File: src/logic/smba_consts.svh
// constants for the smbus slave port with alert and bus timeout
// assumes a 100 MHz core clock and an 8-bit register pointer space
// How it works
// - on an own-address match the port pulls sda low in the following ack slot.
// - the pointer byte and the first data byte of a write are acknowledged in the ninth slot; a third byte is not.
// - a read returns exactly one byte from the register the pointer selects.
// - the open-drain alert line is pulled low while an alert is pending.
// - the port answers the alert response read only while alerting, returning its address.
// - while answering the alert read the port arbitrates per bit and withdraws on a loss.
// - after the alert answer the master reads status; alert drops only once the cause is gone.
// - with the timeout on, a bus silent for 25 ms makes the port release sda and abort.
// - bit six of the first configuration register disables the timeout when 1, reset 0.
// - a value beyond its high or low limit asserts the alert output.
// - the first byte after the address sets the pointer, a second one writes that register.
// - the slave address is five fixed upper bits and two strapped low bits.
`ifndef SMBA_CONSTS_SVH
`define SMBA_CONSTS_SVH
`define SMBA_ADDR_HI 5'h0B
`define SMBA_ARA 7'h0C
`define SMBA_CFG1_OFS 8'h40
`define SMBA_CFG1_RST 8'h00
`define SMBA_TO_OFF_BIT 6
`define SMBA_LAST_BIT 3'h7
`define SMBA_IDX_PTR 2'h0
`define SMBA_IDX_DATA 2'h1
`define SMBA_IDX_MAX 2'h2
`define SMBA_CLK_KHZ 100000
`define SMBA_TO_MS 25
`define SMBA_TO_CYC (`SMBA_TO_MS * `SMBA_CLK_KHZ)
`define SMBA_CNT_W 22
`endif

File: src/logic/smba_pkg.sv
// types shared by the smbus slave port and its pin synchroniser
// assumes nothing beyond a sv-2012 compiler
package smba_pkg;
  typedef enum logic [2:0] {
    ST_IDLE = 3'b000,
    ST_ADDR = 3'b001,
    ST_ACK = 3'b010,
    ST_RX = 3'b011,
    ST_TX = 3'b100,
    ST_TXACK = 3'b101,
    ST_SKIP = 3'b110
  } smba_state_t;
  typedef struct packed {
    logic level;
    logic rise;
    logic fall;
  } smba_line_t;
  typedef struct packed {
    logic strobe;
    logic [7:0] addr;
    logic [7:0] data;
  } smba_wr_t;
endpackage

File: src/logic/smba_pin_sync.sv
// two-flop synchroniser for one pin with edge pulses
// assumes the pin is asynchronous to clk
`timescale 1ns/10ps
module smba_pin_sync (
  // clock and reset
  input wire logic clk,
  input wire logic nrst,
  // raw pin and clean result
  input wire logic pin_in,
  output smba_pkg::smba_line_t line
);
  import smba_pkg::*;
  logic s1;
  logic s2;
  logic s3;
  // first stage feeds only the second; pins idle high
  always_ff @(posedge clk or negedge nrst) begin
    if (!nrst) begin
      s1 <= 1'b1;
      s2 <= 1'b1;
      s3 <= 1'b1;
    end else begin
      s1 <= pin_in;
      s2 <= s1;
      s3 <= s2;
    end
  end
  // level and one-cycle edge pulses from settled stages
  always_comb begin
    line.level = s2;
    line.rise = s2 & ~s3;
    line.fall = ~s2 & s3;
  end
endmodule

File: src/logic/smba_port.sv
// smbus slave engine: write byte, send byte, receive byte, alert answer, timeout
// assumes scl, sda and straps are raw pins; register data comes from same-clock logic
`timescale 1ns/10ps
`include "smba_consts.svh"
module smba_port #(
  parameter int TO_CYC = `SMBA_TO_CYC
) (
  // clock and reset
  input wire logic clk,
  input wire logic nrst,
  // smbus pins, sda open drain
  input wire logic scl_in,
  input wire logic sda_in,
  output logic sda_out,
  output logic sda_oe,
  // alert pin, open drain
  output logic alert_out,
  output logic alert_oe,
  // address straps
  input wire logic addr_sel1,
  input wire logic addr_sel0,
  // limit comparators
  input wire logic limit_exceed,
  // register side
  output logic [7:0] reg_ptr,
  output smba_pkg::smba_wr_t reg_wr,
  input wire logic [7:0] reg_rd_data,
  output logic [7:0] device_config_one
);
  import smba_pkg::*;
  smba_line_t scl;
  smba_line_t sda;
  smba_line_t sel1;
  smba_line_t sel0;
  smba_state_t state;
  logic [6:0] my_addr;
  logic [7:0] sr;
  logic [2:0] bitc;
  logic got8;
  logic rw;
  logic is_ara;
  logic [1:0] byte_idx;
  logic rd_done;
  logic ara_done;
  logic [`SMBA_CNT_W-1:0] to_cnt;
  logic to_hit;
  logic start;
  logic stop;
  logic own_hit;
  logic ara_hit;
  logic [7:0] tx_byte;

  smba_pin_sync u_scl (.clk(clk), .nrst(nrst), .pin_in(scl_in), .line(scl));
  smba_pin_sync u_sda (.clk(clk), .nrst(nrst), .pin_in(sda_in), .line(sda));
  smba_pin_sync u_sel1 (.clk(clk), .nrst(nrst), .pin_in(addr_sel1), .line(sel1));
  smba_pin_sync u_sel0 (.clk(clk), .nrst(nrst), .pin_in(addr_sel0), .line(sel0));

  // bus conditions and address decode
  always_comb begin
    start = sda.fall & scl.level;
    stop = sda.rise & scl.level;
    own_hit = (sr[7:1] == my_addr);
    ara_hit = (sr[7:1] == `SMBA_ARA) & sr[0] & alert_oe;
    to_hit = (to_cnt == `SMBA_CNT_W'(TO_CYC - 1));
  end

  // byte to send: own address for alert answer, else selected register
  always_comb begin
    if (is_ara) begin
      tx_byte = {my_addr, 1'b0};
    end else if (reg_ptr == `SMBA_CFG1_OFS) begin
      tx_byte = device_config_one;
    end else begin
      tx_byte = reg_rd_data;
    end
  end

  // strapped slave address, resampled every cycle after reset release
  always_ff @(posedge clk or negedge nrst) begin
    if (!nrst) begin
      my_addr <= {`SMBA_ADDR_HI, 2'h0};
    end else begin
      my_addr <= {`SMBA_ADDR_HI, sel1.level, sel0.level};
    end
  end

  // idle-bus watchdog, cleared by any edge on either line
  always_ff @(posedge clk or negedge nrst) begin
    if (!nrst) begin
      to_cnt <= '0;
    end else if (state == ST_IDLE || device_config_one[`SMBA_TO_OFF_BIT]
                 || scl.rise || scl.fall || sda.rise || sda.fall) begin
      to_cnt <= '0;
    end else if (!to_hit) begin
      to_cnt <= to_cnt + 1'b1;
    end
  end

  // transaction engine
  always_ff @(posedge clk or negedge nrst) begin
    if (!nrst) begin
      state <= ST_IDLE;
      sr <= 8'h00;
      bitc <= 3'h0;
      got8 <= 1'b0;
      rw <= 1'b0;
      is_ara <= 1'b0;
      byte_idx <= `SMBA_IDX_PTR;
      sda_oe <= 1'b0;
      reg_ptr <= 8'h00;
      reg_wr <= '0;
      rd_done <= 1'b0;
    end else begin
      reg_wr.strobe <= 1'b0;
      rd_done <= 1'b0;
      if (start) begin
        state <= ST_ADDR;
        bitc <= 3'h0;
        got8 <= 1'b0;
        is_ara <= 1'b0;
        byte_idx <= `SMBA_IDX_PTR;
        sda_oe <= 1'b0;
      end else if (stop || (to_hit && state != ST_IDLE)) begin
        state <= ST_IDLE;
        sda_oe <= 1'b0;
      end else begin
        case (state)
          ST_ADDR, ST_RX: begin
            if (scl.rise) begin
              sr <= {sr[6:0], sda.level};
              bitc <= bitc + 1'b1;
              got8 <= (bitc == `SMBA_LAST_BIT);
            end else if (scl.fall && got8) begin
              got8 <= 1'b0;
              if (state == ST_ADDR) begin
                rw <= sr[0];
                is_ara <= ara_hit & ~own_hit;
                if (own_hit || ara_hit) begin
                  sda_oe <= 1'b1;
                  state <= ST_ACK;
                end else begin
                  state <= ST_SKIP;
                end
              end else if (byte_idx == `SMBA_IDX_PTR) begin
                reg_ptr <= sr;
                byte_idx <= `SMBA_IDX_DATA;
                sda_oe <= 1'b1;
                state <= ST_ACK;
              end else if (byte_idx == `SMBA_IDX_DATA) begin
                reg_wr <= '{strobe: 1'b1, addr: reg_ptr, data: sr};
                byte_idx <= `SMBA_IDX_MAX;
                sda_oe <= 1'b1;
                state <= ST_ACK;
              end else begin
                state <= ST_SKIP;
              end
            end
          end
          ST_ACK: begin
            if (scl.fall) begin
              bitc <= 3'h0;
              if (rw) begin
                sr <= {tx_byte[6:0], 1'b0};
                sda_oe <= ~tx_byte[7];
                state <= ST_TX;
              end else begin
                sda_oe <= 1'b0;
                state <= ST_RX;
              end
            end
          end
          ST_TX: begin
            if (scl.rise) begin
              bitc <= bitc + 1'b1;
              got8 <= (bitc == `SMBA_LAST_BIT);
              if (!sda_oe && !sda.level) begin
                state <= ST_SKIP;
              end
            end else if (scl.fall) begin
              if (got8) begin
                got8 <= 1'b0;
                sda_oe <= 1'b0;
                state <= ST_TXACK;
              end else begin
                sda_oe <= ~sr[7];
                sr <= {sr[6:0], 1'b0};
              end
            end
          end
          ST_TXACK: begin
            if (scl.rise) begin
              rd_done <= ~is_ara;
              state <= ST_SKIP;
            end
          end
          ST_SKIP, ST_IDLE: begin
            sda_oe <= 1'b0;
          end
          default: begin
            state <= ST_IDLE;
            sda_oe <= 1'b0;
          end
        endcase
      end
    end
  end

  // local copy of the first configuration register
  always_ff @(posedge clk or negedge nrst) begin
    if (!nrst) begin
      device_config_one <= `SMBA_CFG1_RST;
    end else if (reg_wr.strobe && reg_wr.addr == `SMBA_CFG1_OFS) begin
      device_config_one <= reg_wr.data;
    end
  end

  // alert answer completed; armed until the alert is released
  always_ff @(posedge clk or negedge nrst) begin
    if (!nrst) begin
      ara_done <= 1'b0;
    end else if (state == ST_TXACK && is_ara && scl.rise) begin
      ara_done <= 1'b1;
    end else if (!alert_oe) begin
      ara_done <= 1'b0;
    end
  end

  // alert pull-down: set wins, release only after answer, read and cause gone
  always_ff @(posedge clk or negedge nrst) begin
    if (!nrst) begin
      alert_oe <= 1'b0;
    end else if (limit_exceed) begin
      alert_oe <= 1'b1;
    end else if (ara_done && rd_done) begin
      alert_oe <= 1'b0;
    end
  end

  // open-drain data values never go high
  always_ff @(posedge clk or negedge nrst) begin
    if (!nrst) begin
      sda_out <= 1'b0;
      alert_out <= 1'b0;
    end else begin
      sda_out <= 1'b0;
      alert_out <= 1'b0;
    end
  end
endmodule

File: config.mk
export PLATFORM = sky130hd
export DESIGN_NAME = smba_port
export DESIGN_NICKNAME = d
export VERILOG_FILES = /design/src/logic/smba_pkg.sv /design/src/logic/smba_pin_sync.sv /design/src/logic/smba_port.sv
export VERILOG_INCLUDE_DIRS = /design/src /design/src/logic
export SDC_FILE = /design/constraint.sdc
export NUM_CORES = 1
export LEC_CHECK = 0
export BUFFER_PORTS_ARGS = -buffer_cell sky130_fd_sc_hd__buf_2
export CAP_MARGIN = 20
export CORE_UTILIZATION = 53
export CTS_CLUSTER_DIAMETER = 50
export DETAILED_ROUTE_END_ITERATION = 7
export PLACE_DENSITY = 0.78
export SLEW_MARGIN = 30
export SYNTH_ARGS = -nofsm -noshare
export SYNTH_HDL_FRONTEND = slang
export SYNTH_SLANG_ARGS = --single-unit
File: constraint.sdc
create_clock -name clk -period 2.26 [get_ports clk]
set_input_delay 0.226 -clock clk [delete_from_list [all_inputs] [get_ports clk]]
set_output_delay 0.226 -clock clk [all_outputs]
set_load 0.01 [all_outputs]
==> Word-level counts from Yosys, hierarchy flattened <==
Cells that the tools add are included.
{ "totals": {"regBits": 90, "inputBits": 15} }
{ "classes": {"n_addsub": 2, "n_eq_ne": 41, "n_mux": 83, "bitwise": 22, "n_reduce_logical": 40} }
{ "ops": {"columns": ["op", "count"], "rows": [
  ["$mux 17", 8],
  ["$mux 8", 8],
  ["$mux 3", 19],
  ["$mux 22", 2],
  ["$mux 1", 33],
  ["$ne 4x4->1 const B", 8],
  ["$pmux 8 s3", 1],
  ["$reduce_and 8->1", 3],
  ["$add 22x1->22 const B", 1],
  ["$eq 22x22->1 const B", 1],
  ["$ne 5x5->1 const B", 4],
  ["$eq 8x7->1 const B", 2],
  ["$mux 2", 8],
  ["$ne 2x2->1 const B", 8],
  ["$pmux 3 s5", 1],
  ["$reduce_bool 3->1", 5],
  ["$not 1->1", 13],
  ["$eq 3x3->1 const B", 4],
  ["$reduce_and 6->1", 2],
  ["$and 1x1->1", 9],
  ["$ne 3x3->1 const B", 3],
  ["$reduce_and 9->1", 1],
  ["$reduce_and 4->1", 2],
  ["$reduce_bool 2->1", 4],
  ["other kinds (21)", 38]
]} }

==> Depth between registers and ports, before layout <==
{ "depth": {"depth_word": 11, "mapped_depth": 9, "ltp_nobuf": 7} }

==> Hierarchy <==
Synthesis repeated with hierarchy kept, for this count alone.
{ "unflattened": {"hier_cells": 409, "area_unflattened_um2": 4515.6} }
{ "modules_own_cells": {"columns": ["module", "instances", "cells_each", "area_per_inst_um2"], "rows": [
  ["smba_port", 1, 385, 4110.2],
  ["smba_pin_sync", 4, 6, 101.3]
]} }

==> Worst setup path after synthesis <==
OpenSTA, ideal clock, no wires.
{ "synth_path": {"kind": "flip-flop to flip-flop", "start": "register u_scl.s3", "end": "register sda_oe", "t_arrival_ps": 2166, "required_time_ps": 2174, "path_slack_ps": 8, "path_stages_with_launch": 9, "n_path_buf": 1, "synth_period_minus_slack_ps": 2252, "cell_sequence": "dfstp_2 inv_1 ha_1 clkbuf_1 or4b_2 nand3b_1 o21bai_1 a22o_1 nor3_1"} }
{ "synth_via": {"elab_chain_cells": 4, "word_cells_on_any_way": 10} }
{ "synth_lines": {"columns": ["item", "line", "source"], "rows": [
  ["start, declared", "smba_pin_sync.sv:15", "logic s3;"],
  ["start signal, assigned", "smba_pin_sync.sv:21", "s3 <= 1'b1;"],
  ["start signal, assigned", "smba_pin_sync.sv:25", "s3 <= s2;"],
  ["$and 1x1->1 / $not 1->1 (equally long branches)", "smba_pin_sync.sv:32, smba_pin_sync.sv:31", null],
  ["$logic_and 1x1->1 / $and 1x1->1 (equally long branches)", "smba_port.sv:133, smba_pin_sync.sv:31", null],
  ["$ne 4x4->1 (no source line)", null, null],
  ["$reduce_and 8->1 (no source line) (*)", null, null],
  ["end signal, assigned", "smba_port.sv:164", "sda_oe <= ~tx_byte[7];"],
  ["end signal, assigned", "smba_port.sv:185", "sda_oe <= ~sr[7];"],
  ["end, declared", "smba_port.sv:15", "output logic sda_oe,"]
]} }
Every way passes the cells marked *; elsewhere a longest branch is shown, timed or not.
A chain may end at the register's enable or synchronous reset.

==> Worst setup path in the final report <==
{ "layout_path": {"start": "register u_scl.s3", "end": "register reg_wr[8] (netlist name)"} }
{ "layout_via": {"elab_chain_cells": 4, "word_cells_on_any_way": 6} }
{ "layout_lines": {"columns": ["item", "line", "source"], "rows": [
  ["$not 1->1", "smba_pin_sync.sv:31", "line.rise = s2 & ~s3;"],
  ["$and 1x1->1", "smba_pin_sync.sv:31", null],
  ["$not 1->1 (no source line)", null, null],
  ["$reduce_and 8->1 (no source line) (*)", null, null],
  ["end signal, assigned", "smba_port.sv:150", "reg_wr <= '{strobe: 1'b1, addr: reg_ptr, data: sr};"],
  ["end, declared", "smba_port.sv:26", "output smba_pkg::smba_wr_t reg_wr,"]
]} }
Marked as above.

==> metrics.cfg <==
[detailed_routing]
wl_per_cell_um = 16.9
drtAntennaViolNets = 0
drc_errors = 0
drtIter0Drc = 191
num_vias = 3341
finalWirelength_um = 9960
dr.pass1.iters = 4
viasPerCell = 5.68

[hold_path]
whs_path_depth = 2
min_from = limit_exceed
min_to = alert_oe
hold_path_class = input port to register

[cts]
clockBufferDepth = 2
cts_inserted_buffers = 9
cts_sinks = 90
cts_max_level = 3
cts_tree = yes
post-cts-setup-buffers = 0
clk_pin_slew_ns = 0.09
clk_latency_ns = 0.36
cts_root_buffer = clkbuf_8

[setup_path]
critical_path_class = register to register
r2r_cells = 8
cp_max_fo = 17
cp_data_arrival_time_ns = 2.40
regToRegEndpoint = reg_wr[8]
cp-end-kind = register
critPathLaunchType = register
r2r_slack_ns = 0.11
crit_required_ns = 2.51
reg2reg_from = u_scl.s3

[logic_synthesis]
synth_compound_area_frac = 0.102
synth_top_family_by_area = simple AND/OR/NAND/NOR gates
synth_edf_count = 0
postSynthAreaPerCell_um2 = 11.2
synth_seq_cells = 90
yosys.area_share.simple = 0.175
syn_area_mm2 = 0.00446
synthTopCellsByArea = dfrtp_1, mux2_2, dfstp_2
synth_top_area_share = 0.449
synthFlopType = dfrtp_1
synth_top_area_cell = dfrtp_1
syn_inst = 397
ys_seq_area_frac = 0.508
ys_async_sr_fraction = 1.00
synthMuxAreaShare = 0.128
synth_xor_area_frac = 0.0452
ys_warn_count = 0
netlist_top_cells_count = dfrtp_1, nor2_1, mux2_2, nand2_1, xor2_1
synth.most_common_cell = dfrtp_1
synth.distinct_cells = 69
synthAdderAreaFrac = 0.0140

[layout]
area_growth_pct = 19.2
final_cells = 588
layout-drive-gt1-share = 0.329
multiInputGateArea_mm2 = 0.00211
num-nets-final = 498
final_util = 0.650
regArea_mm2 = 0.00226
fill_cells = 652
antenna_cells = 0

[floorplan]
core-area_mm2 = 0.00818
ioPinCount = 52
placementRows = 33
die_x_um = 93.7
die_h_um = 93.7
dieArea_mm2 = 0.00878
start_util = 0.545

[timing]
setup_viol = 0
slew_headroom = 0.582
skew_ns = 0.0102
rsz0062_at_grt = no
hold_viol_final = 0
period_share = 0.951
fmaxAchievable_ghz = 0.465
timing.setup.tns_ns = 0
slew_violations = 0
worst_slew_pin_slew_ns = 0.627
setup_slack_ns = 0.112
min_period_ns = 2.15

[placement]
place_ws_ns = -0.0127
gp_congestion = 0.873
dpl.hpwl_um = 7210
dp_cells = 567
io_buffers = 49

[grt]
grt_max_degree = 50
antenna_found_initial = 0
grt_remaining_overflow = 0
grt_pass1_vias = 3336
grt_first_pass_wirelength_um = 16100
grt_use_total = 0.241

[job]
cap_violations = 0

[pwr]
power_density_mw_per_mm2 = 586
ir_worst_vdd_mv = 0.374
power_leakage_nw = 2.54

[run_status]
status = completed

-- power breakdown --
group | leakage (nW) | switching, mW | internal (mW)
logic | 1.23 | 0.151 | 0.126
registers | 1.21 | 0.0457 | 1.65
clock network | 0.0950 | 0.609 | 0.525
total | 2.54 | 0.806 | 2.31
-- layout by cell type, fill, tap and decap left out, drive strengths merged, types with 5 or more instances in the layout --
| master | count |
|---|---|
| xor2 | 19 |
| dfrtp | 80 |
| nand2 | 24 |
| clkbuf | 10 |
| and2 | 5 |
| nand4 | 9 |
| a21oi | 15 |
| nor4 | 6 |
| inv | 8 |
| dlygate4sd3 | 5 |
| o21ai | 13 |
| nor2 | 41 |
| nor3 | 13 |
| ha | 5 |
| mux2i | 12 |
| mux2 | 40 |
| nand3 | 9 |
| nand2b | 6 |
| buf | 83 |
| dfstp | 10 |
-- sequential cells by signal, indices dropped and copies added (netlist names), 2 cells and up --
name and cells:
bitc 3, byte_idx 2, device_config_one 8, my_addr 2, reg_ptr 8, reg_wr 17
sr 8, state 3, to_cnt 22
-- worst max-delay path, stage by stage, from the launching register on --
cell	delay (ns)
dfstp_2	0.58
ha_1	0.20
nand2_1	0.09
nor3_1	0.17
buf_4	0.16
nand4b_1	0.10
or2_1	0.26
buf_12	0.17
mux2_1	0.32
-- metrics by stage --
stage	area, µm²	hold WS, ns	power, mW
6_report	5310	0.0442	3.11
3_5_place_dp	5020	0.286	1.99
5_1_grt	5310	0.0390	3.23
3_3_place_gp	5020	0.278	1.98
4_1_cts	5270	0.0370	3.12
2_1_floorplan	4460	-0.0696	1.87
-- worst max path at each step --
stage	startpoint	to	cells after the start
floorplan	u_scl.s3	sda_oe	8
global placement	u_scl.s3	sda_oe	8
detailed placement	u_scl.s3	sda_oe	8
finish	u_scl.s3	reg_wr[8]	8
global route	to_cnt[1]	reg_wr[3]	7
CTS	u_scl.s3	sda_oe	8
-- routing by layer --
metal | vias up | global-route usage | part of all wire
li1 | 1602 | - | -
met1 | 1646 | 0.319 | 0.45
met2 | 76 | 0.397 | 0.50
met3 | 17 | 0.0380 | 0.035
met4 | 0 | 0.0923 | 0.016
met5 | - | 0 | 0
-- layout make-up --
type | instances | area share
Tap cell | 105 | 0.0247
Clock inverter | 6 | 0.0139
Sequential cell | 90 | 0.426
Clock buffer | 10 | 0.0240
Inverter | 6 | 0.00424
Timing Repair Buffer | 88 | 0.109
Multi-Input combinational cell | 283 | 0.398
-- cells by family after synthesis --
logic type	count (synthesis)
muxes	52
xor gates and xnor gates	23
adders and majority gates	5
buffers and inverters	25
AOI/OAI and AO/OA	60
other	1
DFF	90
and+or+nand+nor	141
-- what timing repair did --
| action | CTS | global route |
|---|---|---|
| endpoints found under the hold margin | 42 | 0 |
| resized for setup | 1 | 8 |
| hold buffers | 5 | 0 |
| pin swaps | 0 | 4 |
| endpoints found under the setup margin | 3 | 16 |
No activity file was read; power rests on OpenSTA's default activity.
